File: config.mk
export PLATFORM = sky130hd
export DESIGN_NAME = csr_setpoint_regs
export DESIGN_NICKNAME = d
export VERILOG_FILES = /design/src/logic/csr_sync3.v /design/src/logic/csr_sec_tick.v /design/src/logic/csr_setpoint_regs.v
export VERILOG_INCLUDE_DIRS = /design/src /design/src/logic
export SDC_FILE = /design/constraint.sdc
export NUM_CORES = 1
export LEC_CHECK = 0
export BUFFER_PORTS_ARGS = -buffer_cell sky130_fd_sc_hd__buf_2
export CAP_MARGIN = 20
export CELL_PAD_IN_SITES_DETAIL_PLACEMENT = 2
export CELL_PAD_IN_SITES_GLOBAL_PLACEMENT = 2
export CORE_AREA = 2 2 136 138
export DETAILED_ROUTE_END_ITERATION = 8
export DIE_AREA = 0 0 138 140
export PLACE_DENSITY_LB_ADDON = 0.1
export REMOVE_ABC_BUFFERS = 1
export SKIP_CTS_REPAIR_TIMING = 1
export SLEW_MARGIN = 0
export SYNTH_ARGS = -nofsm -noshare
export SYNTH_HDL_FRONTEND = slang
export SYNTH_SLANG_ARGS = --single-unit
export TNS_END_PERCENT = 10
File: constraint.sdc
create_clock -name clk -period 5.11 [get_ports clk]
set_input_delay 1.022 -clock clk [delete_from_list [all_inputs] [get_ports clk]]
set_output_delay 1.022 -clock clk [all_outputs]
set_load 0.005 [all_outputs]
File: src/logic/csr_consts.vh
`ifndef CSR_CONSTS_VH
`define CSR_CONSTS_VH
// Register addresses
`define CSR_ADDR_BSF      8'h02
`define CSR_ADDR_PTC      8'h03
`define CSR_ADDR_VTO      8'h04
// I2C target address
`define CSR_I2C_ADDR      7'h6B
// Field positions
`define CSR_BOOST_BIT     7
`define CSR_FULLON_BIT    6
`define CSR_VRECHG_BIT    0
// Reset values
`define CSR_BSF_RST       8'hA2
`define CSR_PTC_RST       8'h22
`define CSR_VTO_RST       8'h58
// Clamp limits
`define CSR_FCC_MAX       6'h32
`define CSR_PTC_MAX       4'hC
`define CSR_CV_MAX        5'h18
`define CSR_CV_SPECIAL    5'h0F
// Input limit threshold code for 700 mA (offset 100 mA, 100 mA step)
`define CSR_IIN_700MA     5'h06
// Timing
`define CSR_CLK_HZ        250000000
`define CSR_WD_UNIT_S     40
`define CSR_TOPOFF_UNIT_S 900
`endif

File: src/logic/csr_sync3.v
`timescale 1ns/100ps
module csr_sync3 (
  // Clock and reset
  input  wire clk,
  input  wire rst_b,
  // Data
  input  wire pinIn,
  output reg  pinOut
);
  reg [2:0] stage_q;
  always @(posedge clk) begin
    if (!rst_b) begin
      stage_q <= 3'h7;
      pinOut  <= 1'b1;
    end else begin
      stage_q <= {stage_q[1:0], pinIn};
      // Accept a change only once the two later stages agree
      if (stage_q[2] == stage_q[1])
        pinOut <= stage_q[2];
    end
  end
endmodule

File: src/logic/csr_sec_tick.v
`timescale 1ns/100ps
`include "csr_consts.vh"
module csr_sec_tick #(
  parameter CLKS_PER_SEC = `CSR_CLK_HZ
) (
  // Clock and reset
  input  wire clk,
  input  wire rst_b,
  // Tick
  output reg  secTick
);
  reg [31:0] cnt_q;
  always @(posedge clk) begin
    if (!rst_b) begin
      cnt_q   <= 32'h0;
      secTick <= 1'b0;
    end else if (cnt_q >= CLKS_PER_SEC - 1) begin
      cnt_q   <= 32'h0;
      secTick <= 1'b1;
    end else begin
      cnt_q   <= cnt_q + 32'h1;
      secTick <= 1'b0;
    end
  end
endmodule

File: src/logic/csr_setpoint_regs.v
// Functional notes
// - Boost limit bit selects 0.5 A (0) or 1.2 A (1), default 1.2 A.
// - Full-on 0 uses high-resistance switch below 700 mA limit; 1 always low.
// - In boost mode the full switch is used, full-on bit ignored.
// - Fast-charge current is six bits, 60 mA per LSB up to 1920 mA MSB.
// - Fast-charge current resets to code 100010 (2040 mA).
// - Fast-charge code zero disables charging.
// - Fast-charge writes above 110010 clamp to 110010.
// - Precharge is four bits, 60 mA offset, reset code 0010.
// - Precharge codes above 1100 clamp to 1100.
// - Termination is four bits, 60 mA offset, reset code 0010.
// - Termination codes above 1100 clamp to 1100.
// - Charge voltage is five bits, 3.856 V offset, 32 mV per LSB.
// - Charge voltage resets to 01011; code 01111 decodes as 4.352 V.
// - Charge voltage writes above 11000 clamp to 11000.
// - Top-off timer 00 off, 01 15 min, 10 30 min, 11 45 min.
// - With top-off off, charging ends as soon as termination holds.
// - All fields reset by command and watchdog; full-on by command only.
// - Host reaches registers as I2C target at address 6BH.
// - Watchdog period disabled, 40 s, 80 s or 160 s; expiry resets fields.
`timescale 1ns/100ps
`include "csr_consts.vh"
module csr_setpoint_regs #(
  parameter CLKS_PER_SEC = `CSR_CLK_HZ
) (
  // Clock and reset
  input  wire       clk,
  input  wire       rst_b,
  // I2C pins
  input  wire       sclIn,
  input  wire       sdaIn,
  output reg        sdaOut,
  output reg        sdaOe,
  // Resets and watchdog setup
  input  wire       regResetCmd,
  input  wire [1:0] watchdogSel,
  // Charger status
  input  wire       boostMode,
  input  wire [4:0] input_current_limit,
  input  wire       termMet,
  // Charger control outputs
  output reg        otg_output_current_limit,
  output reg        inputSwitchHighRes,
  output reg  [5:0] fast_charge_current,
  output reg        chargeEnable,
  output reg  [3:0] precharge_current,
  output reg  [3:0] termination_current,
  output reg  [9:0] chargeVoltageMv,
  output reg        chargeDone,
  output reg        watchdogExpired
);
  // ------------------------------------------------------------
  // Pin synchronisers and seconds tick
  // ------------------------------------------------------------
  wire sclS;
  wire sdaS;
  wire secTick;
  csr_sync3 uScl (.clk(clk), .rst_b(rst_b), .pinIn(sclIn), .pinOut(sclS));
  csr_sync3 uSda (.clk(clk), .rst_b(rst_b), .pinIn(sdaIn), .pinOut(sdaS));
  csr_sec_tick #(.CLKS_PER_SEC(CLKS_PER_SEC)) uTick (
    .clk    (clk),
    .rst_b  (rst_b),
    .secTick(secTick)
  );

  // ------------------------------------------------------------
  // I2C target
  // ------------------------------------------------------------
  localparam ST_IDLE = 3'h0;
  localparam ST_ADDR = 3'h1;
  localparam ST_AACK = 3'h2;
  localparam ST_WR   = 3'h3;
  localparam ST_WACK = 3'h4;
  localparam ST_RD   = 3'h5;
  localparam ST_RACK = 3'h6;

  reg       sclD_q;
  reg       sdaD_q;
  reg [2:0] st_q;
  reg [2:0] bitCnt_q;
  reg       gotByte_q;
  reg [7:0] shift_q;
  reg       isRead_q;
  reg       havePtr_q;
  reg [7:0] ptr_q;
  reg       wrStb_q;
  reg [7:0] wrData_q;
  reg [7:0] bsf_q;
  reg [7:0] ptc_q;
  reg [7:0] vto_q;
  reg [7:0] rdData;

  wire sclRise = sclS & ~sclD_q;
  wire sclFall = ~sclS & sclD_q;
  wire startC  = sclS & sclD_q & sdaD_q & ~sdaS;
  wire stopC   = sclS & sclD_q & ~sdaD_q & sdaS;

  always @* begin
    case (ptr_q)
      `CSR_ADDR_BSF: rdData = bsf_q;
      `CSR_ADDR_PTC: rdData = ptc_q;
      `CSR_ADDR_VTO: rdData = vto_q;
      default:       rdData = 8'h00;
    endcase
  end

  always @(posedge clk) begin
    if (!rst_b) begin
      sclD_q    <= 1'b1;
      sdaD_q    <= 1'b1;
      st_q      <= ST_IDLE;
      bitCnt_q  <= 3'h0;
      gotByte_q <= 1'b0;
      shift_q   <= 8'h00;
      isRead_q  <= 1'b0;
      havePtr_q <= 1'b0;
      ptr_q     <= 8'h00;
      wrStb_q   <= 1'b0;
      wrData_q  <= 8'h00;
      sdaOut    <= 1'b0;
      sdaOe     <= 1'b0;
    end else begin
      sclD_q  <= sclS;
      sdaD_q  <= sdaS;
      wrStb_q <= 1'b0;
      if (startC) begin
        st_q      <= ST_ADDR;
        bitCnt_q  <= 3'h0;
        gotByte_q <= 1'b0;
        havePtr_q <= 1'b0;
        sdaOe     <= 1'b0;
      end else if (stopC) begin
        st_q  <= ST_IDLE;
        sdaOe <= 1'b0;
      end else begin
        case (st_q)
          ST_IDLE: begin
            sdaOe <= 1'b0;
          end
          ST_ADDR, ST_WR: begin
            if (sclRise) begin
              shift_q   <= {shift_q[6:0], sdaS};
              bitCnt_q  <= bitCnt_q + 3'h1;
              gotByte_q <= (bitCnt_q == 3'h7);
            end
            if (sclFall && gotByte_q) begin
              gotByte_q <= 1'b0;
              if (st_q == ST_ADDR) begin
                if (shift_q[7:1] == `CSR_I2C_ADDR) begin
                  isRead_q <= shift_q[0];
                  sdaOe    <= 1'b1;
                  st_q     <= ST_AACK;
                end else begin
                  st_q <= ST_IDLE;
                end
              end else begin
                if (!havePtr_q) begin
                  ptr_q     <= shift_q;
                  havePtr_q <= 1'b1;
                end else begin
                  wrData_q <= shift_q;
                  wrStb_q  <= 1'b1;
                  ptr_q    <= ptr_q + 8'h01;
                end
                sdaOe <= 1'b1;
                st_q  <= ST_WACK;
              end
            end
          end
          ST_AACK, ST_WACK: begin
            if (sclFall) begin
              if (st_q == ST_AACK && isRead_q) begin
                shift_q <= rdData;
                sdaOe   <= ~rdData[7];
                st_q    <= ST_RD;
              end else begin
                sdaOe <= 1'b0;
                st_q  <= ST_WR;
              end
              bitCnt_q <= 3'h0;
            end
          end
          ST_RD: begin
            if (sclFall) begin
              bitCnt_q <= bitCnt_q + 3'h1;
              if (bitCnt_q == 3'h7) begin
                sdaOe <= 1'b0;
                ptr_q <= ptr_q + 8'h01;
                st_q  <= ST_RACK;
              end else begin
                shift_q <= {shift_q[6:0], 1'b0};
                sdaOe   <= ~shift_q[6];
              end
            end
          end
          ST_RACK: begin
            if (sclRise) begin
              isRead_q <= ~sdaS;
            end
            if (sclFall) begin
              if (isRead_q) begin
                shift_q  <= rdData;
                sdaOe    <= ~rdData[7];
                bitCnt_q <= 3'h0;
                st_q     <= ST_RD;
              end else begin
                st_q <= ST_IDLE;
              end
            end
          end
          default: st_q <= ST_IDLE;
        endcase
      end
    end
  end

  // ------------------------------------------------------------
  // Watchdog
  // ------------------------------------------------------------
  reg [7:0] wdCnt_q;
  reg [7:0] wdLimit;
  always @* begin
    case (watchdogSel)
      2'h1:    wdLimit = 8'h28;
      2'h2:    wdLimit = 8'h50;
      2'h3:    wdLimit = 8'hA0;
      default: wdLimit = 8'h00;
    endcase
  end

  // Each data byte written by the host, at any address, counts as a watchdog service; a pointer-only write does not
  always @(posedge clk) begin
    if (!rst_b) begin
      wdCnt_q         <= 8'h00;
      watchdogExpired <= 1'b0;
    end else begin
      watchdogExpired <= 1'b0;
      if (wdLimit == 8'h00 || wrStb_q) begin
        wdCnt_q <= 8'h00;
      end else if (secTick) begin
        if (wdCnt_q + 8'h01 >= wdLimit) begin
          wdCnt_q         <= 8'h00;
          watchdogExpired <= 1'b1;
        end else begin
          wdCnt_q <= wdCnt_q + 8'h01;
        end
      end
    end
  end

  // ------------------------------------------------------------
  // Setpoint registers
  // ------------------------------------------------------------
  wire [5:0] wFcc = (wrData_q[5:0] > `CSR_FCC_MAX) ? `CSR_FCC_MAX
                                                   : wrData_q[5:0];
  wire [3:0] wPre = (wrData_q[7:4] > `CSR_PTC_MAX) ? `CSR_PTC_MAX
                                                   : wrData_q[7:4];
  wire [3:0] wTrm = (wrData_q[3:0] > `CSR_PTC_MAX) ? `CSR_PTC_MAX
                                                   : wrData_q[3:0];
  wire [4:0] wCv  = (wrData_q[7:3] > `CSR_CV_MAX) ? `CSR_CV_MAX
                                                  : wrData_q[7:3];

  always @(posedge clk) begin
    if (!rst_b || regResetCmd) begin
      bsf_q <= `CSR_BSF_RST;
      ptc_q <= `CSR_PTC_RST;
      vto_q <= `CSR_VTO_RST;
    end else if (watchdogExpired) begin
      // Full-on bit survives watchdog expiry
      bsf_q <= (`CSR_BSF_RST & 8'hBF) | (bsf_q & 8'h40);
      ptc_q <= `CSR_PTC_RST;
      vto_q <= `CSR_VTO_RST;
    end else if (wrStb_q) begin
      case (ptr_q - 8'h01)
        `CSR_ADDR_BSF: bsf_q <= {wrData_q[7:6], wFcc};
        `CSR_ADDR_PTC: ptc_q <= {wPre, wTrm};
        `CSR_ADDR_VTO: vto_q <= {wCv, wrData_q[2:0]};
        default:       bsf_q <= bsf_q;
      endcase
    end
  end

  // ------------------------------------------------------------
  // Decoded controls
  // ------------------------------------------------------------
  reg [11:0] topoffCnt_q;
  reg [11:0] topoffLimit;
  always @* begin
    case (vto_q[2:1])
      2'h1:    topoffLimit = 12'h384;
      2'h2:    topoffLimit = 12'h708;
      2'h3:    topoffLimit = 12'hA8C;
      default: topoffLimit = 12'h000;
    endcase
  end

  always @(posedge clk) begin
    if (!rst_b) begin
      otg_output_current_limit <= 1'b1;
      inputSwitchHighRes       <= 1'b0;
      fast_charge_current      <= 6'h22;
      chargeEnable             <= 1'b1;
      precharge_current        <= 4'h2;
      termination_current      <= 4'h2;
      chargeVoltageMv          <= 10'h000;
      topoffCnt_q              <= 12'h000;
      chargeDone               <= 1'b0;
    end else begin
      otg_output_current_limit <= bsf_q[`CSR_BOOST_BIT];
      inputSwitchHighRes <= ~boostMode & ~bsf_q[`CSR_FULLON_BIT] &
        (input_current_limit < `CSR_IIN_700MA);
      fast_charge_current <= bsf_q[5:0];
      chargeEnable        <= (bsf_q[5:0] != 6'h00);
      precharge_current   <= ptc_q[7:4];
      termination_current <= ptc_q[3:0];
      // Millivolts above 3856 mV
      if (vto_q[7:3] == `CSR_CV_SPECIAL)
        chargeVoltageMv <= 10'h1F0;
      else
        chargeVoltageMv <= {vto_q[7:3], 5'h00};
      if (!termMet) begin
        topoffCnt_q <= 12'h000;
        chargeDone  <= 1'b0;
      end else if (topoffLimit == 12'h000) begin
        chargeDone <= 1'b1;
      end else if (secTick && !chargeDone) begin
        if (topoffCnt_q + 12'h001 >= topoffLimit)
          chargeDone <= 1'b1;
        topoffCnt_q <= topoffCnt_q + 12'h001;
      end
    end
  end
endmodule

After elaboration in Yosys (flattened, before gate mapping)
Index checks and enable logic that the tools add are counted.
{"block": "classes", "bitwise_logic": 27, "reduce_logical": 45, "order_cmp": 8, "eq_ne": 43, "n_mux": 64, "addsub": 6}
{"op": "8-bit 2-to-1 mux", "n": 13}
{"op": "8-bit case mux with 3 select lines", "n": 2}
{"op": "3-bit 2-to-1 mux", "n": 13}
{"op": "12-bit case mux with 3 select lines", "n": 1}
{"op": "32-bit by 1-bit adder with 32-bit output, second input constant", "n": 1}
{"op": "8-bit by 2-bit equality test with 1-bit output, second input constant", "n": 4}
{"op": "32-bit by 28-bit greater-or-equal comparator with 1-bit output, second input constant", "n": 1}
{"op": "8-bit case mux with 4 select lines", "n": 1}
{"op": "7-bit AND reduction", "n": 4}
{"op": "2-bit != test, second input constant", "n": 13}
{"op": "1-bit 2-to-1 mux", "n": 23}
{"op": "4-bit != test, second input constant", "n": 5}
{"op": "1-bit inverter", "n": 18}
{"op": "6-bit AND reduction", "n": 3}
{"op": "8-bit by 1-bit adder with 8-bit output, second input constant", "n": 2}
{"op": "8-bit by 3-bit equality test with 1-bit output, second input constant", "n": 2}
{"op": "8-bit case mux with 2 select lines", "n": 1}
{"op": "3-bit case mux with 5 select lines", "n": 1}
{"op": "2-bit OR reduction", "n": 7}
{"op": "12-bit by 1-bit adder with 12-bit output, second input constant", "n": 1}
{"op": "3-bit equality test, second input constant", "n": 4}
{"op": "12-bit greater-or-equal comparator", "n": 1}
{"op": "12-bit logical NOT", "n": 1}
{"op": "3-bit case mux with 4 select lines", "n": 1}
{"op": "38 further kinds", "n": 70}
{"block": "word_totals", "ff_bits": 151, "inputBits": 14, "output_inout_bits": 31, "word_cells": 228}

Depth between registers and ports, before layout
Gate-level depths: netlist (run 1).
{"block": "depth", "ltp_word": 7, "mapped_depth": 11, "depth_no_buf": 10}

Modules after synthesis
From an unflattened synthesis (run 1), not the netlist that was laid out.
{"block": "hier_totals", "hier_cells": 824, "hier_area_um2": 7335.8}
{"mod": "csr_setpoint_regs", "instances": 1, "area_per_inst_um2": 5531.6, "cells_per_inst": 646, "seq_area_each_um2": 2122.0}
{"mod": "csr_sec_tick", "instances": 1, "area_per_inst_um2": 1579.0, "cells_per_inst": 158, "seq_area_each_um2": 660.6}
{"mod": "csr_sync3", "instances": 2, "area_per_inst_um2": 112.6, "cells_per_inst": 10, "seq_area_each_um2": 80.1}

Worst setup path before layout (run 1)
No wires, ideal clock.
{"block": "synth_path", "path_type": "input to register", "startpoint": "input port watchdogSel[0]", "endpoint": "register wdCnt_q[3]", "path_slack_ps": 2406, "setup_ps": 74, "cell_stages": 9, "arrival_time_ps": 2630, "n_path_buf": 1, "t_required_ps": 5036, "cell_sequence": "inv_1 nand2_1 ha_1 nand4_1 a31oi_1 a2111oi_2 clkbuf_1 nand3_1 a31oi_1"}
{"block": "synth_between", "elab_chain_cells": 5}
{"item": "from (decl)", "line_no": "csr_setpoint_regs.v:36", "text": "input wire [1:0] watchdogSel,"}
{"item": "2-bit equality test / 2-bit by 1-bit equality test with 1-bit output (equally long branches)", "line_no": "csr_setpoint_regs.v:223", "text": "case (watchdogSel)"}
{"item": "8-bit case mux with 3 select lines (*)", "line_no": "csr_setpoint_regs.v:223"}
{"item": "branches (longest 3 deep; another with 8-bit greater-or-equal comparator)"}
{"item": "to (signal assigned)", "line_no": "csr_setpoint_regs.v:245", "text": "wdCnt_q <= wdCnt_q + 8'h01;"}
{"item": "to (decl)", "line_no": "csr_setpoint_regs.v:220", "text": "reg [7:0] wdCnt_q;"}
Every way passes the cells marked *.
A chain may end at the register's enable or synchronous reset.

Final worst setup path (run 1)
{"block": "layout_path", "startpoint": "register wdCnt_q[2]", "endpoint": "register wdCnt_q[4]"}
{"block": "layout_between", "elab_chain_cells": 3}
{"item": "8-bit by 1-bit adder with 8-bit output (*)", "line_no": "csr_setpoint_regs.v:241, csr_setpoint_regs.v:245"}
{"item": "8-bit greater-or-equal comparator", "line_no": "csr_setpoint_regs.v:241", "text": "if (wdCnt_q + 8'h01 >= wdLimit) begin"}
{"item": "8-bit 2-to-1 mux (*)", "line_no": "csr_setpoint_regs.v:241"}
Every way passes the cells marked *; elsewhere a longest branch is shown, timed or not.

==> metrics, run 1 <==
clock buffer depth=2; antenna cells=0; number of global-route vias before repair=6,876; end-of-flow core utilization=45.9%; Setup crit start kind=flop; Final Total Pwr=2550 uW; leftover overflow at the end of global routing=0; drt wl/cell=20.6 microns; predominant post-synthesis flop cell=sky130_fd_sc_hd__dfxtp_1; async set-reset flop share out of synthesis=0%; core region area=0.0178 sq mm; number of filler cells placed in the layout=1,975; GPL Wtd Cong=0.782; total placed instance area=0.00750 sq mm; share of layout cells above drive strength 1=10.5%; sequential cell fraction of total power=45.5%; largest net degree at the start of global routing=48; initial antenna violation count=0; total track usage=23.8%; worst slew pin tran=960 ps; effective utilization at floorplan=40.5%; largest vdd supply drop=0.268 mV; data required time at the worst endpoint=5460 ps; worst max-slew margin expressed relative to the limit=35.5%; final worst clock skew=8.99 ps; CP Max Fanout=13; clock buffers created by TritonCTS=17; CTS tree=done; post-route antenna net violation count=0; number of buffers inserted by port buffering=38; average cell area after synthesis=8.72 sq um; switching portion of total power=21.9%; net total in the final layout=892; H-tree levels=4; dpl hpwl=15,300 microns; clock share of power=52.3%; cell area after synthesis=0.00720 sq mm; final count of negative-setup-slack endpoints=0; global routing's busiest layer=met2; post-DR vias/cell=5.75; post-layout minimum cycle time=3010 ps; Slowest Stage Delay on Critical Path=460 ps; Synth warnings=0; dominant cell by count in the synthesized netlist=sky130_fd_sc_hd__dfxtp_1; Non-Filler Cell Area, Final=0.00817 sq mm; category of the worst setup path capture point=flop; CP Class=flop to flop; # IOs=45; Data arrival, critical path=3350 ps; proportion of synthesized chip area in sequential cells=40.9%; RSZ-0062 raised after global routing=no; share of the clock period used by the worst path=58.8%; Die Width=138 microns; cell row count=49; Cell variety after synth=71; global-route wire length before repair=37,200 microns; most frequent cells after synthesis=sky130_fd_sc_hd__dfxtp_1, sky130_fd_sc_hd__nor2_1, sky130_fd_sc_hd__nand2_1; Max Cap Viol=0; GR Layer Usage met3=3.83%; number of hold-slack violations in the final timing report=0; Die H=140 microns; static leakage power=0.00303 uW; family with the most delay on the worst path=simple AND/OR/NAND/NOR gates; synth-to-layout area growth=13.5%; global routing usage on met2=42.9%; count of flip-flops with a built-in enable after synthesis=0; Clock Tree Root=sky130_fd_sc_hd__clkbuf_16; First-pass DRT Iterations=6; buffer and inverter count on the worst path=1; series of cell instances along the critical path=nand3_1 > nor2_1 > nand3_1 > xnor2_1 > ha_1 > nand3_1 > a31oi_1 > a2111oi_2 > buf_4 > nand3_1 > a31oi_1; NetSw=557 uW; clock sink count=147; DRT Wirelength=22,500 microns; power per unit of standard cell area=312 mW/mm^2; internal power of the cells=1990 uW; synth top area cells=sky130_fd_sc_hd__dfxtp_1, sky130_fd_sc_hd__ha_1, sky130_fd_sc_hd__nor2_1, sky130_fd_sc_hd__xor2_1, sky130_fd_sc_hd__nand3_1; Yosys reg bits=147; master of the slowest instance on the critical path=sky130_fd_sc_hd__a2111oi_2; Fin Setup TNS=0 ps; outcome=complete, no violations; most used cell, CP=sky130_fd_sc_hd__nand3_1; largest area contributor in the netlist=sky130_fd_sc_hd__dfxtp_1; Yosys top cell area share=40.9%; number of slew-limit violations in the final report=0; count of placed standard cells including taps=1,058; clock input transition at the sequential cells of the worst setup and hold paths=60 ps; DR iter-0 viols=314; Final Instance Count excl. Fillers=1,093; cells after synthesis=825; number of remaining DRC errors=0; total number of vias=6,283; overall die area=0.0193 sq mm; combinational cell fraction of total power=2.2%; clock latency at the later pin of the worst-skew pair=430 ps; Max Clk Rate=333 MHz; class of the tightest hold or removal check=flop to flop; grt met1 use=29.4%
==> per-stage QoR <==
step / setup slack, ps / hold WS (ps)
after floorplan: 2260 / 386
after global placement: 2080 / 389
after detailed placement: 1940 / 401
after CTS: 2180 / 418
after global routing: 1830 / 451
final: 2100 / 416
==> power groups by stage <==
stage	sequential, uW	combinational [uW]	clock [uW]
after floorplan	1180	25.0	0
after global routing	1160	62.1	1420
final	1160	56.1	1330
after global placement	1180	47.9	0
after CTS	1160	52.7	1350
after detailed placement	1190	51.4	0
==> registers in the layout, indices dropped and copies added (netlist names), 6 cells and up <==
register             cells
fast_charge_current      6
vto_q                    8
wdCnt_q                  8
ptc_q                    8
wrData_q                 8
ptr_q                    8
uTick.cnt_q             32
bsf_q                    8
shift_q                  8
chargeVoltageMv          6
topoffCnt_q             12
==> final timing paths <==
path                        start              end  slack, ps  cells past startpoint
hold / removal    uSda.stage_q[0]  uSda.stage_q[1]        420                      1
setup reg to reg       wdCnt_q[2]       wdCnt_q[4]       2100                     11
hold reg to reg   uSda.stage_q[0]  uSda.stage_q[1]        420                      1
setup / recovery       wdCnt_q[2]       wdCnt_q[4]       2100                     11
==> worst register-to-register path, cell delays in order, from the launching register on <==
cell and delay, ps:
sky130_fd_sc_hd__dfxtp_1 430, sky130_fd_sc_hd__nand3_1 200, sky130_fd_sc_hd__nor2_1 350, sky130_fd_sc_hd__nand3_1 150, sky130_fd_sc_hd__xnor2_1 250, sky130_fd_sc_hd__ha_1 330
sky130_fd_sc_hd__nand3_1 100, sky130_fd_sc_hd__a31oi_1 70, sky130_fd_sc_hd__a2111oi_2 460, sky130_fd_sc_hd__buf_4 290, sky130_fd_sc_hd__nand3_1 100, sky130_fd_sc_hd__a31oi_1 220
==> area by class of cell <==
| cell class | count | area [sq um] | area share [%] |
|---|---|---|---|
| Sequential cell | 147 | 2940 | 36.0 |
| Clock buffer | 20 | 437 | 5.35 |
| Clock inverter | 12 | 181 | 2.22 |
| Multi-Input combinational cell | 618 | 3970 | 48.6 |
| Tap cell | 229 | 287 | 3.51 |
| Timing Repair Buffer | 46 | 274 | 3.35 |
| Inverter | 21 | 78.8 | 0.965 |
==> cell families (layout without fill, tap and decap cells) <==
family / count (synthesis) / after routing / synth area share (%)
buffers and inverters: 68 / 99 / 4.43
DFF: 147 / 147 / 40.9
muxes: 18 / 18 / 2.52
other: 1 / 9 / 0.0521
AOI/OAI and AO/OA: 165 / 165 / 15.2
and+or+nand+nor: 348 / 348 / 26.0
adders and majority gates: 27 / 27 / 4.69
xor gates and xnor gates: 51 / 51 / 6.21
==> cell usage in the layout (no fill, tap or decap), types with 27 or more instances in the layout <==
cell type,synthesis,layout
sky130_fd_sc_hd__a21oi_1,42,42
sky130_fd_sc_hd__nor2_1,90,90
sky130_fd_sc_hd__xor2_1,35,35
sky130_fd_sc_hd__dfxtp_1,147,147
sky130_fd_sc_hd__ha_1,27,27
sky130_fd_sc_hd__buf_2,8,38
sky130_fd_sc_hd__nand2b_1,30,30
sky130_fd_sc_hd__o21ai_0,38,38
sky130_fd_sc_hd__nand2_1,53,53
sky130_fd_sc_hd__nand3_1,49,49
==> per-layer routing <==
layer	wire, microns	vias to the layer above	share of wire [%]
met5	0	-	0
met4	384	0	1.7
met3	588	33	2.6
met2	11500	94	51
met1	9970	3169	44
li1	-	2987	-
(Power assumes the default switching activity.)
==> run 2: changes to the inputs <==
--- a/config.mk
+++ b/config.mk
@@ -6,13 +6,14 @@
 export SDC_FILE = /design/constraint.sdc
 export NUM_CORES = 1
 export LEC_CHECK = 0
+export ABC_AREA = 1
 export BUFFER_PORTS_ARGS = -buffer_cell sky130_fd_sc_hd__buf_2
 export CAP_MARGIN = 20
 export CELL_PAD_IN_SITES_DETAIL_PLACEMENT = 2
 export CELL_PAD_IN_SITES_GLOBAL_PLACEMENT = 2
-export CORE_AREA = 2 2 136 138
+export CORE_AREA = 2 2 156 158
 export DETAILED_ROUTE_END_ITERATION = 8
-export DIE_AREA = 0 0 138 140
+export DIE_AREA = 0 0 158 160
 export PLACE_DENSITY_LB_ADDON = 0.1
 export REMOVE_ABC_BUFFERS = 1
 export SKIP_CTS_REPAIR_TIMING = 1
==> constraint.sdc (replaced) <==
create_clock -name clk -period 2.58 [get_ports clk]
set_input_delay 0.516 -clock clk [delete_from_list [all_inputs] [get_ports clk]]
set_output_delay 0.516 -clock clk [all_outputs]
set_load 0.005 [all_outputs]
==> metrics, run 2 <==
outcome=complete, no violations (unchanged); Non-Filler Cell Area, Final=0.00848 sq mm (was 0.00817 sq mm); combinational cell fraction of total power=2.3% (was 2.2%); share of the clock period used by the worst path=91.1% (was 58.8%); clock input transition at the sequential cells of the worst setup and hold paths=70 ps (was 60 ps); master of the slowest instance on the critical path=sky130_fd_sc_hd__dfxtp_2 (was sky130_fd_sc_hd__a2111oi_2); First-pass DRT Iterations=4 (was 6); DR iter-0 viols=227 (was 314); Synth warnings=0 (unchanged); Data arrival, critical path=2710 ps (was 3350 ps); CP Class=flop to flop (unchanged); initial antenna violation count=0 (unchanged); antenna cells=0 (unchanged); leading cell types in the layout, fill and taps excluded=sky130_fd_sc_hd__nand2_1, sky130_fd_sc_hd__dfxtp_1, sky130_fd_sc_hd__nor2_1 (was sky130_fd_sc_hd__dfxtp_1, sky130_fd_sc_hd__nor2_1, sky130_fd_sc_hd__nand2_1); clock buffers created by TritonCTS=17 (unchanged); clock latency at the later pin of the worst-skew pair=440 ps (was 430 ps); cell row count=57 (was 49); share of layout cells above drive strength 1=11.9% (was 10.5%); clock share of power=51.4% (was 52.3%); area used by sequential logic in the layout=0.00295 sq mm (was 0.00294 sq mm); worst hold path stage count=2 (was 1); NetSw=1320 uW (was 557 uW); data required time at the worst endpoint=2940 ps (was 5460 ps); post-DR vias/cell=4.73 (was 5.75); registers with the most flip-flops=uTick.cnt_q (32), topoffCnt_q (12) (unchanged); endpoint of the lowest-slack register-to-register path=wdCnt_q[6] (was wdCnt_q[4]); Slowest Stage Delay on Critical Path=360 ps (was 460 ps); number of slew-limit violations in the final report=0 (unchanged); clock buffer depth=2 (unchanged); Clock Tree Root=sky130_fd_sc_hd__clkbuf_16 (unchanged); predominant post-synthesis flop cell=sky130_fd_sc_hd__dfxtp_1 (unchanged); Fin Setup TNS=0 ps (unchanged); drt wl/cell=15.2 microns (was 20.6 microns); number of global-route vias before repair=7,072 (was 6,876); most used cell, CP=sky130_fd_sc_hd__nand2_1 (was sky130_fd_sc_hd__nand3_1); number of buffers inserted by port buffering=38 (unchanged); dominant cell by count in the synthesized netlist=sky130_fd_sc_hd__nand2_1 (was sky130_fd_sc_hd__dfxtp_1); worst slew pin tran=580 ps (was 960 ps); series of cell instances along the critical path=nand3_1 > nand3b_1 > nand3b_1 > xnor2_2 > ha_1 > nand2_1 > nor2_2 > nand2_1 > o2111ai_2 > nor2_1 > buf_4 > nand2_1 > a21oi_1 (was nand3_1 > nor2_1 > nand3_1 > xnor2_1 > ha_1 > nand3_1 > a31oi_1 > a2111oi_2 > buf_4 > nand3_1 > a31oi_1); Die Width=158 microns (was 138 microns); final count of negative-setup-slack endpoints=0 (unchanged); total number of vias=6,684 (was 6,283); Final Total Pwr=4950 uW (was 2550 uW); cells after synthesis=1,017 (was 825); number of filler cells placed in the layout=2,843 (was 1,975); count of flip-flops with a built-in enable after synthesis=0 (unchanged); Max Clk Rate=425 MHz (was 333 MHz); static leakage power=0.00368 uW (was 0.00303 uW); setup slack after placement=149 ps (was 1940 ps); GPL Wtd Cong=0.790 (was 0.782); cell area after synthesis=0.00723 sq mm (was 0.00720 sq mm); core region area=0.0238 sq mm (was 0.0178 sq mm); total placed instance area=0.00784 sq mm (was 0.00750 sq mm); largest net degree at the start of global routing=25 (was 48); area taken by multi-input logic gates=0.00371 sq mm (was 0.00397 sq mm); worst max-slew margin expressed relative to the limit=61.3% (was 35.5%); synth-to-layout area growth=17.3% (was 13.5%); overall die area=0.0253 sq mm (was 0.0193 sq mm); Hold EP=inputSwitchHighRes (was uSda.stage_q[1]); most common cell after layout, fill and taps aside=sky130_fd_sc_hd__nand2_1 (was sky130_fd_sc_hd__dfxtp_1); sequential cell fraction of total power=46.3% (was 45.5%); number of flip-flops in the largest register=32 (unchanged); category of the worst setup path capture point=flop (unchanged); buffer and inverter count on the worst path=1 (unchanged); total track usage=18.1% (was 23.8%); Setup crit start kind=flop (unchanged); proportion of synthesized chip area in sequential cells=40.7% (was 40.9%); net total in the final layout=1,116 (was 892); number of remaining DRC errors=0 (unchanged); power per unit of standard cell area=583 mW/mm^2 (was 312 mW/mm^2); reg2reg path depth=13 (was 11); most frequent cells after synthesis=sky130_fd_sc_hd__nand2_1, sky130_fd_sc_hd__dfxtp_1, sky130_fd_sc_hd__nor2_1 (was sky130_fd_sc_hd__dfxtp_1, sky130_fd_sc_hd__nor2_1, sky130_fd_sc_hd__nand2_1); class of the tightest hold or removal check=input port to flop (was flop to flop); Yosys top cell area share=40.7% (was 40.9%); async set-reset flop share out of synthesis=0% (unchanged); clock sink count=147 (unchanged); Die H=160 microns (was 140 microns); # IOs=45 (unchanged); CP Max Fanout=7 (was 13); internal power of the cells=3630 uW (was 1990 uW); final worst clock skew=16.5 ps (was 8.99 ps); Yosys reg bits=147 (unchanged); effective utilization at floorplan=30.4% (was 40.5%); largest area contributor in the netlist=sky130_fd_sc_hd__dfxtp_1 (unchanged); largest vdd supply drop=0.382 mV (was 0.268 mV); RSZ-0062 raised after global routing=yes (was no); Cell variety after synth=47 (was 71); Max Cap Viol=0 (unchanged); switching portion of total power=26.6% (was 21.9%); launch instance of the worst register-to-register path=wdCnt_q[2] (unchanged); H-tree levels=4 (unchanged); top register by number of flip-flops=uTick.cnt_q (unchanged); reg-to-reg slack, setup=230 ps (was 2100 ps); global-route wire length before repair=36,500 microns (was 37,200 microns); final setup slack of the worst path=228 ps (was 2100 ps); number of hold-slack violations in the final timing report=0 (unchanged); CTS tree=done (unchanged); post-layout minimum cycle time=2350 ps (was 3010 ps); leftover overflow at the end of global routing=0 (unchanged); start point of the worst min-delay path=input_current_limit[4] (was uSda.stage_q[0]); synth top area cells=sky130_fd_sc_hd__dfxtp_1, sky130_fd_sc_hd__nand2_1, sky130_fd_sc_hd__nor2_1, sky130_fd_sc_hd__inv_1, sky130_fd_sc_hd__ha_1 (was sky130_fd_sc_hd__dfxtp_1, sky130_fd_sc_hd__ha_1, sky130_fd_sc_hd__nor2_1, sky130_fd_sc_hd__xor2_1, sky130_fd_sc_hd__nand3_1); DRT Wirelength=21,400 microns (was 22,500 microns); post-route antenna net violation count=0 (unchanged); average cell area after synthesis=7.11 sq um (was 8.72 sq um); dpl hpwl=16,000 microns (was 15,300 microns); family with the most delay on the worst path=simple AND/OR/NAND/NOR gates (unchanged)
## run 2: cell count changes after synthesis, sizes merged, moves of 15 or more
cell and change:
nor3 +16, nand2 +183, nor2 +50, inv +108, clkbuf -21, and2 -20, xor2 -15, a21oi +24
mux2i -16, o21ai +28, nand2b -30
## run 2: how the worst max path moves through the flow
stage	startpoint	end	slack [ps]	depth (start not counted)
2_1_floorplan	topoffCnt_q[0]	chargeDone	460	13
3_3_place_gp	topoffCnt_q[1]	chargeDone	210	13
3_5_place_dp	wdCnt_q[0]	wdCnt_q[6]	150	14
4_1_cts	wdCnt_q[2]	wdCnt_q[0]	110	12
5_1_grt	topoffCnt_q[1]	chargeDone	-50	13
6_report	wdCnt_q[2]	wdCnt_q[6]	230	13
## run 2: stage by stage
step | utilization [%] | instances | hold slack [ps]
floorplan | - | 1001 | 393
CTS | 35.4 | 1411 | 225
global route | 35.6 | 1412 | 232
detailed placement | 32.9 | 1379 | 400
finish | 35.6 | 1412 | 241
global placement | 32.9 | 1379 | 396
## run 2: layout make-up
cell class | instances | share of cell area [%]
Clock inverter | 15 | 2.11
Sequential cell | 147 | 34.7
Timing Repair Buffer | 55 | 3.89
Multi-Input combinational cell | 723 | 43.7
Tap cell | 324 | 4.78
Clock buffer | 17 | 5.01
Inverter | 131 | 5.80
## run 2: layer usage
metal	share of wire [%]	track usage, %
met1	49	24.5
met2	48	30.3
met3	2.0	2.47
met4	0.94	4.55
met5	0	0
## run 2: power by group through the flow
stage / Clock [uW] / Sequential (uW) / Combinational, uW
detailed placement: 0 / 2340 / 115
floorplan: 0 / 2340 / 53.2
finish: 2540 / 2290 / 114
global route: 2720 / 2290 / 133
global placement: 0 / 2340 / 114
CTS: 2620 / 2290 / 116
## run 2: cell families (layout without fill, tap and decap cells)
logic type | Yosys count | after routing | share of synthesized area [%]
AO/OA/AOI/OAI | 159 | 159 | 11.9
XOR/XNOR | 29 | 29 | 3.51
adder cells (fa/ha/maj) | 27 | 27 | 4.67
buffers and inverters | 155 | 218 | 8.91
flip-flops | 147 | 147 | 40.7
multiplexers | 1 | 1 | 0.138
other | 1 | 9 | 0.0519
AND/OR/NAND/NOR | 498 | 498 | 30.1
==> run 3: changes to the inputs <==
--- a/config.mk
+++ b/config.mk
@@ -6,14 +6,13 @@
 export SDC_FILE = /design/constraint.sdc
 export NUM_CORES = 1
 export LEC_CHECK = 0
-export ABC_AREA = 1
 export BUFFER_PORTS_ARGS = -buffer_cell sky130_fd_sc_hd__buf_2
 export CAP_MARGIN = 20
 export CELL_PAD_IN_SITES_DETAIL_PLACEMENT = 2
 export CELL_PAD_IN_SITES_GLOBAL_PLACEMENT = 2
-export CORE_AREA = 2 2 156 158
+export CORE_AREA = 2 2 149 151
 export DETAILED_ROUTE_END_ITERATION = 8
-export DIE_AREA = 0 0 158 160
+export DIE_AREA = 0 0 151 153
 export PLACE_DENSITY_LB_ADDON = 0.1
 export REMOVE_ABC_BUFFERS = 1
 export SKIP_CTS_REPAIR_TIMING = 1
==> metrics, run 3 (same netlist as run 1, synthesis figures left out) <==
clock input transition at the sequential cells of the worst setup and hold paths=60 ps (was 70 ps); CP Max Fanout=6 (was 7); combinational cell fraction of total power=2.2% (was 2.3%); First-pass DRT Iterations=4 (unchanged); number of remaining DRC errors=0 (unchanged); Clock Tree Root=sky130_fd_sc_hd__clkbuf_16 (unchanged); switching portion of total power=21.9% (was 26.6%); power per unit of standard cell area=593 mW/mm^2 (was 583 mW/mm^2); worst hold path stage count=2 (unchanged); number of slew-limit violations in the final report=0 (unchanged); total number of vias=6,251 (was 6,684); # IOs=45 (unchanged); H-tree levels=4 (unchanged); Data arrival, critical path=2790 ps (was 2710 ps); clock buffer depth=2 (unchanged); end-of-flow core utilization=39.1% (was 35.6%); most common cell after layout, fill and taps aside=sky130_fd_sc_hd__dfxtp_1 (was sky130_fd_sc_hd__nand2_1); drt wl/cell=18.4 microns (was 15.2 microns); Slowest Stage Delay on Critical Path=400 ps (was 360 ps); global-route wire length before repair=35,600 microns (was 36,500 microns); RSZ-0062 raised after global routing=yes (unchanged); largest vdd supply drop=0.388 mV (was 0.382 mV); CP Class=flop to flop (unchanged); final count of negative-setup-slack endpoints=0 (unchanged); cell row count=54 (was 57); top register by number of flip-flops=uTick.cnt_q (unchanged); series of cell instances along the critical path=and4_1 > and3_1 > xor2_1 > ha_1 > a21o_1 > a21o_1 > a2111oi_1 > a311oi_1 (was nand3_1 > nand3b_1 > nand3b_1 > xnor2_2 > ha_1 > nand2_1 > nor2_2 > nand2_1 > o2111ai_2 > nor2_1 > buf_4 > nand2_1 > a21oi_1); class of the tightest hold or removal check=input port to flop (unchanged); Non-Filler Cell Area, Final=0.00841 sq mm (was 0.00848 sq mm); worst max-slew margin expressed relative to the limit=44.3% (was 61.3%); Die H=153 microns (was 160 microns); clock share of power=51.8% (was 51.4%); initial antenna violation count=0 (unchanged); share of the clock period used by the worst path=96.9% (was 91.1%); post-layout minimum cycle time=2500 ps (was 2350 ps); reg2reg path depth=8 (was 13); clock sink count=147 (unchanged); registers with the most flip-flops=uTick.cnt_q (32), topoffCnt_q (12) (unchanged); overall die area=0.0231 sq mm (was 0.0253 sq mm); DRT Wirelength=21,500 microns (was 21,400 microns); total placed instance area=0.00777 sq mm (was 0.00784 sq mm); Die Width=151 microns (was 158 microns); worst slew pin tran=835 ps (was 580 ps); core region area=0.0215 sq mm (was 0.0238 sq mm); master of the slowest instance on the critical path=sky130_fd_sc_hd__dfxtp_1 (was sky130_fd_sc_hd__dfxtp_2); antenna cells=0 (unchanged); sequential cell fraction of total power=45.9% (was 46.3%); final worst clock skew=7.48 ps (was 16.5 ps); clock buffers created by TritonCTS=17 (unchanged); number of flip-flops in the largest register=32 (unchanged); leftover overflow at the end of global routing=0 (unchanged); category of the worst setup path capture point=flop (unchanged); leading cell types in the layout, fill and taps excluded=sky130_fd_sc_hd__dfxtp_1, sky130_fd_sc_hd__nor2_1, sky130_fd_sc_hd__nand2_1 (was sky130_fd_sc_hd__nand2_1, sky130_fd_sc_hd__dfxtp_1, sky130_fd_sc_hd__nor2_1); Max Cap Viol=0 (unchanged); number of buffers inserted by port buffering=38 (unchanged); number of hold-slack violations in the final timing report=0 (unchanged); NetSw=1090 uW (was 1320 uW); total track usage=19.4% (was 18.1%); net total in the final layout=916 (was 1,116); dpl hpwl=15,800 microns (was 16,000 microns); data required time at the worst endpoint=2870 ps (was 2940 ps); effective utilization at floorplan=33.5% (was 30.4%); number of global-route vias before repair=6,828 (was 7,072); DR iter-0 viols=215 (was 227); Max Clk Rate=400 MHz (was 425 MHz); internal power of the cells=3890 uW (was 3630 uW); most used cell, CP=sky130_fd_sc_hd__a21o_1 (was sky130_fd_sc_hd__nand2_1); synth-to-layout area growth=16.9% (was 17.3%); CTS tree=done (unchanged); outcome=complete, no violations (unchanged); clock latency at the later pin of the worst-skew pair=420 ps (was 440 ps); largest net degree at the start of global routing=26 (was 25); final worst hold slack=253 ps (was 241 ps); post-DR vias/cell=5.36 (was 4.73); post-route antenna net violation count=0 (unchanged); share of layout cells above drive strength 1=13.9% (was 11.9%); GPL Wtd Cong=0.818 (was 0.790); number of filler cells placed in the layout=2,377 (was 2,843); static leakage power=0.00315 uW (was 0.00368 uW); Setup crit start kind=flop (unchanged)
-- run 3: power groups by stage --
stage               Combinational [uW]  Sequential (uW)  Clock [uW]
global placement                   108             2340           0
detailed placement                 114             2340           0
floorplan                         49.5             2340           0
finish                             112             2290        2580
global route                       125             2290        2770
CTS                                114             2290        2660
-- run 3: final timing paths --
path	to	from	slack [ps]
setup / recovery	chargeDone	topoffCnt_q[1]	80
hold / removal	inputSwitchHighRes	input_current_limit[3]	250
setup reg to reg	chargeDone	topoffCnt_q[1]	80
hold reg to reg	uScl.stage_q[1]	uScl.stage_q[0]	420
-- run 3: per-stage QoR --
stage               TNS (ps)  instances  total power, uW  setup WS, ps
floorplan               -446        786             2390         -90.1
global placement           0       1136             2450           121
detailed placement         0       1136             2460          22.1
CTS                    -24.6       1167             5070         -24.6
global route            -566       1167             5190          -125
finish                     0       1167             4990          80.8
-- run 3: layout make-up --
cell class              instances  area [sq um]  area share (%)
clock inverters                11           154            1.83
flip-flops and latches        147          2950            35.1
clock buffers                  20           457            5.43
repair buffers                 70           430            5.12
multi-input cells             618          3990            47.5
well taps                     280           350            4.17
inverters                      21          78.8           0.937
-- run 3: worst max-delay path, delay by kind of cell (launching register included) --
family | cells | cell delay [ps]
simple gates | 2 | 630
compound gates | 4 | 900
xor+xnor | 1 | 180
fa+ha+maj | 1 | 260
flops | 1 | 400
-- run 3: per-layer routing --
layer	routed length [microns]	GRT usage (%)	part of all wire, %
met1	9800	23.6	46
met5	0	0	0
met4	222	4.81	1.0
met2	11100	35.2	51
met3	396	3.04	1.8
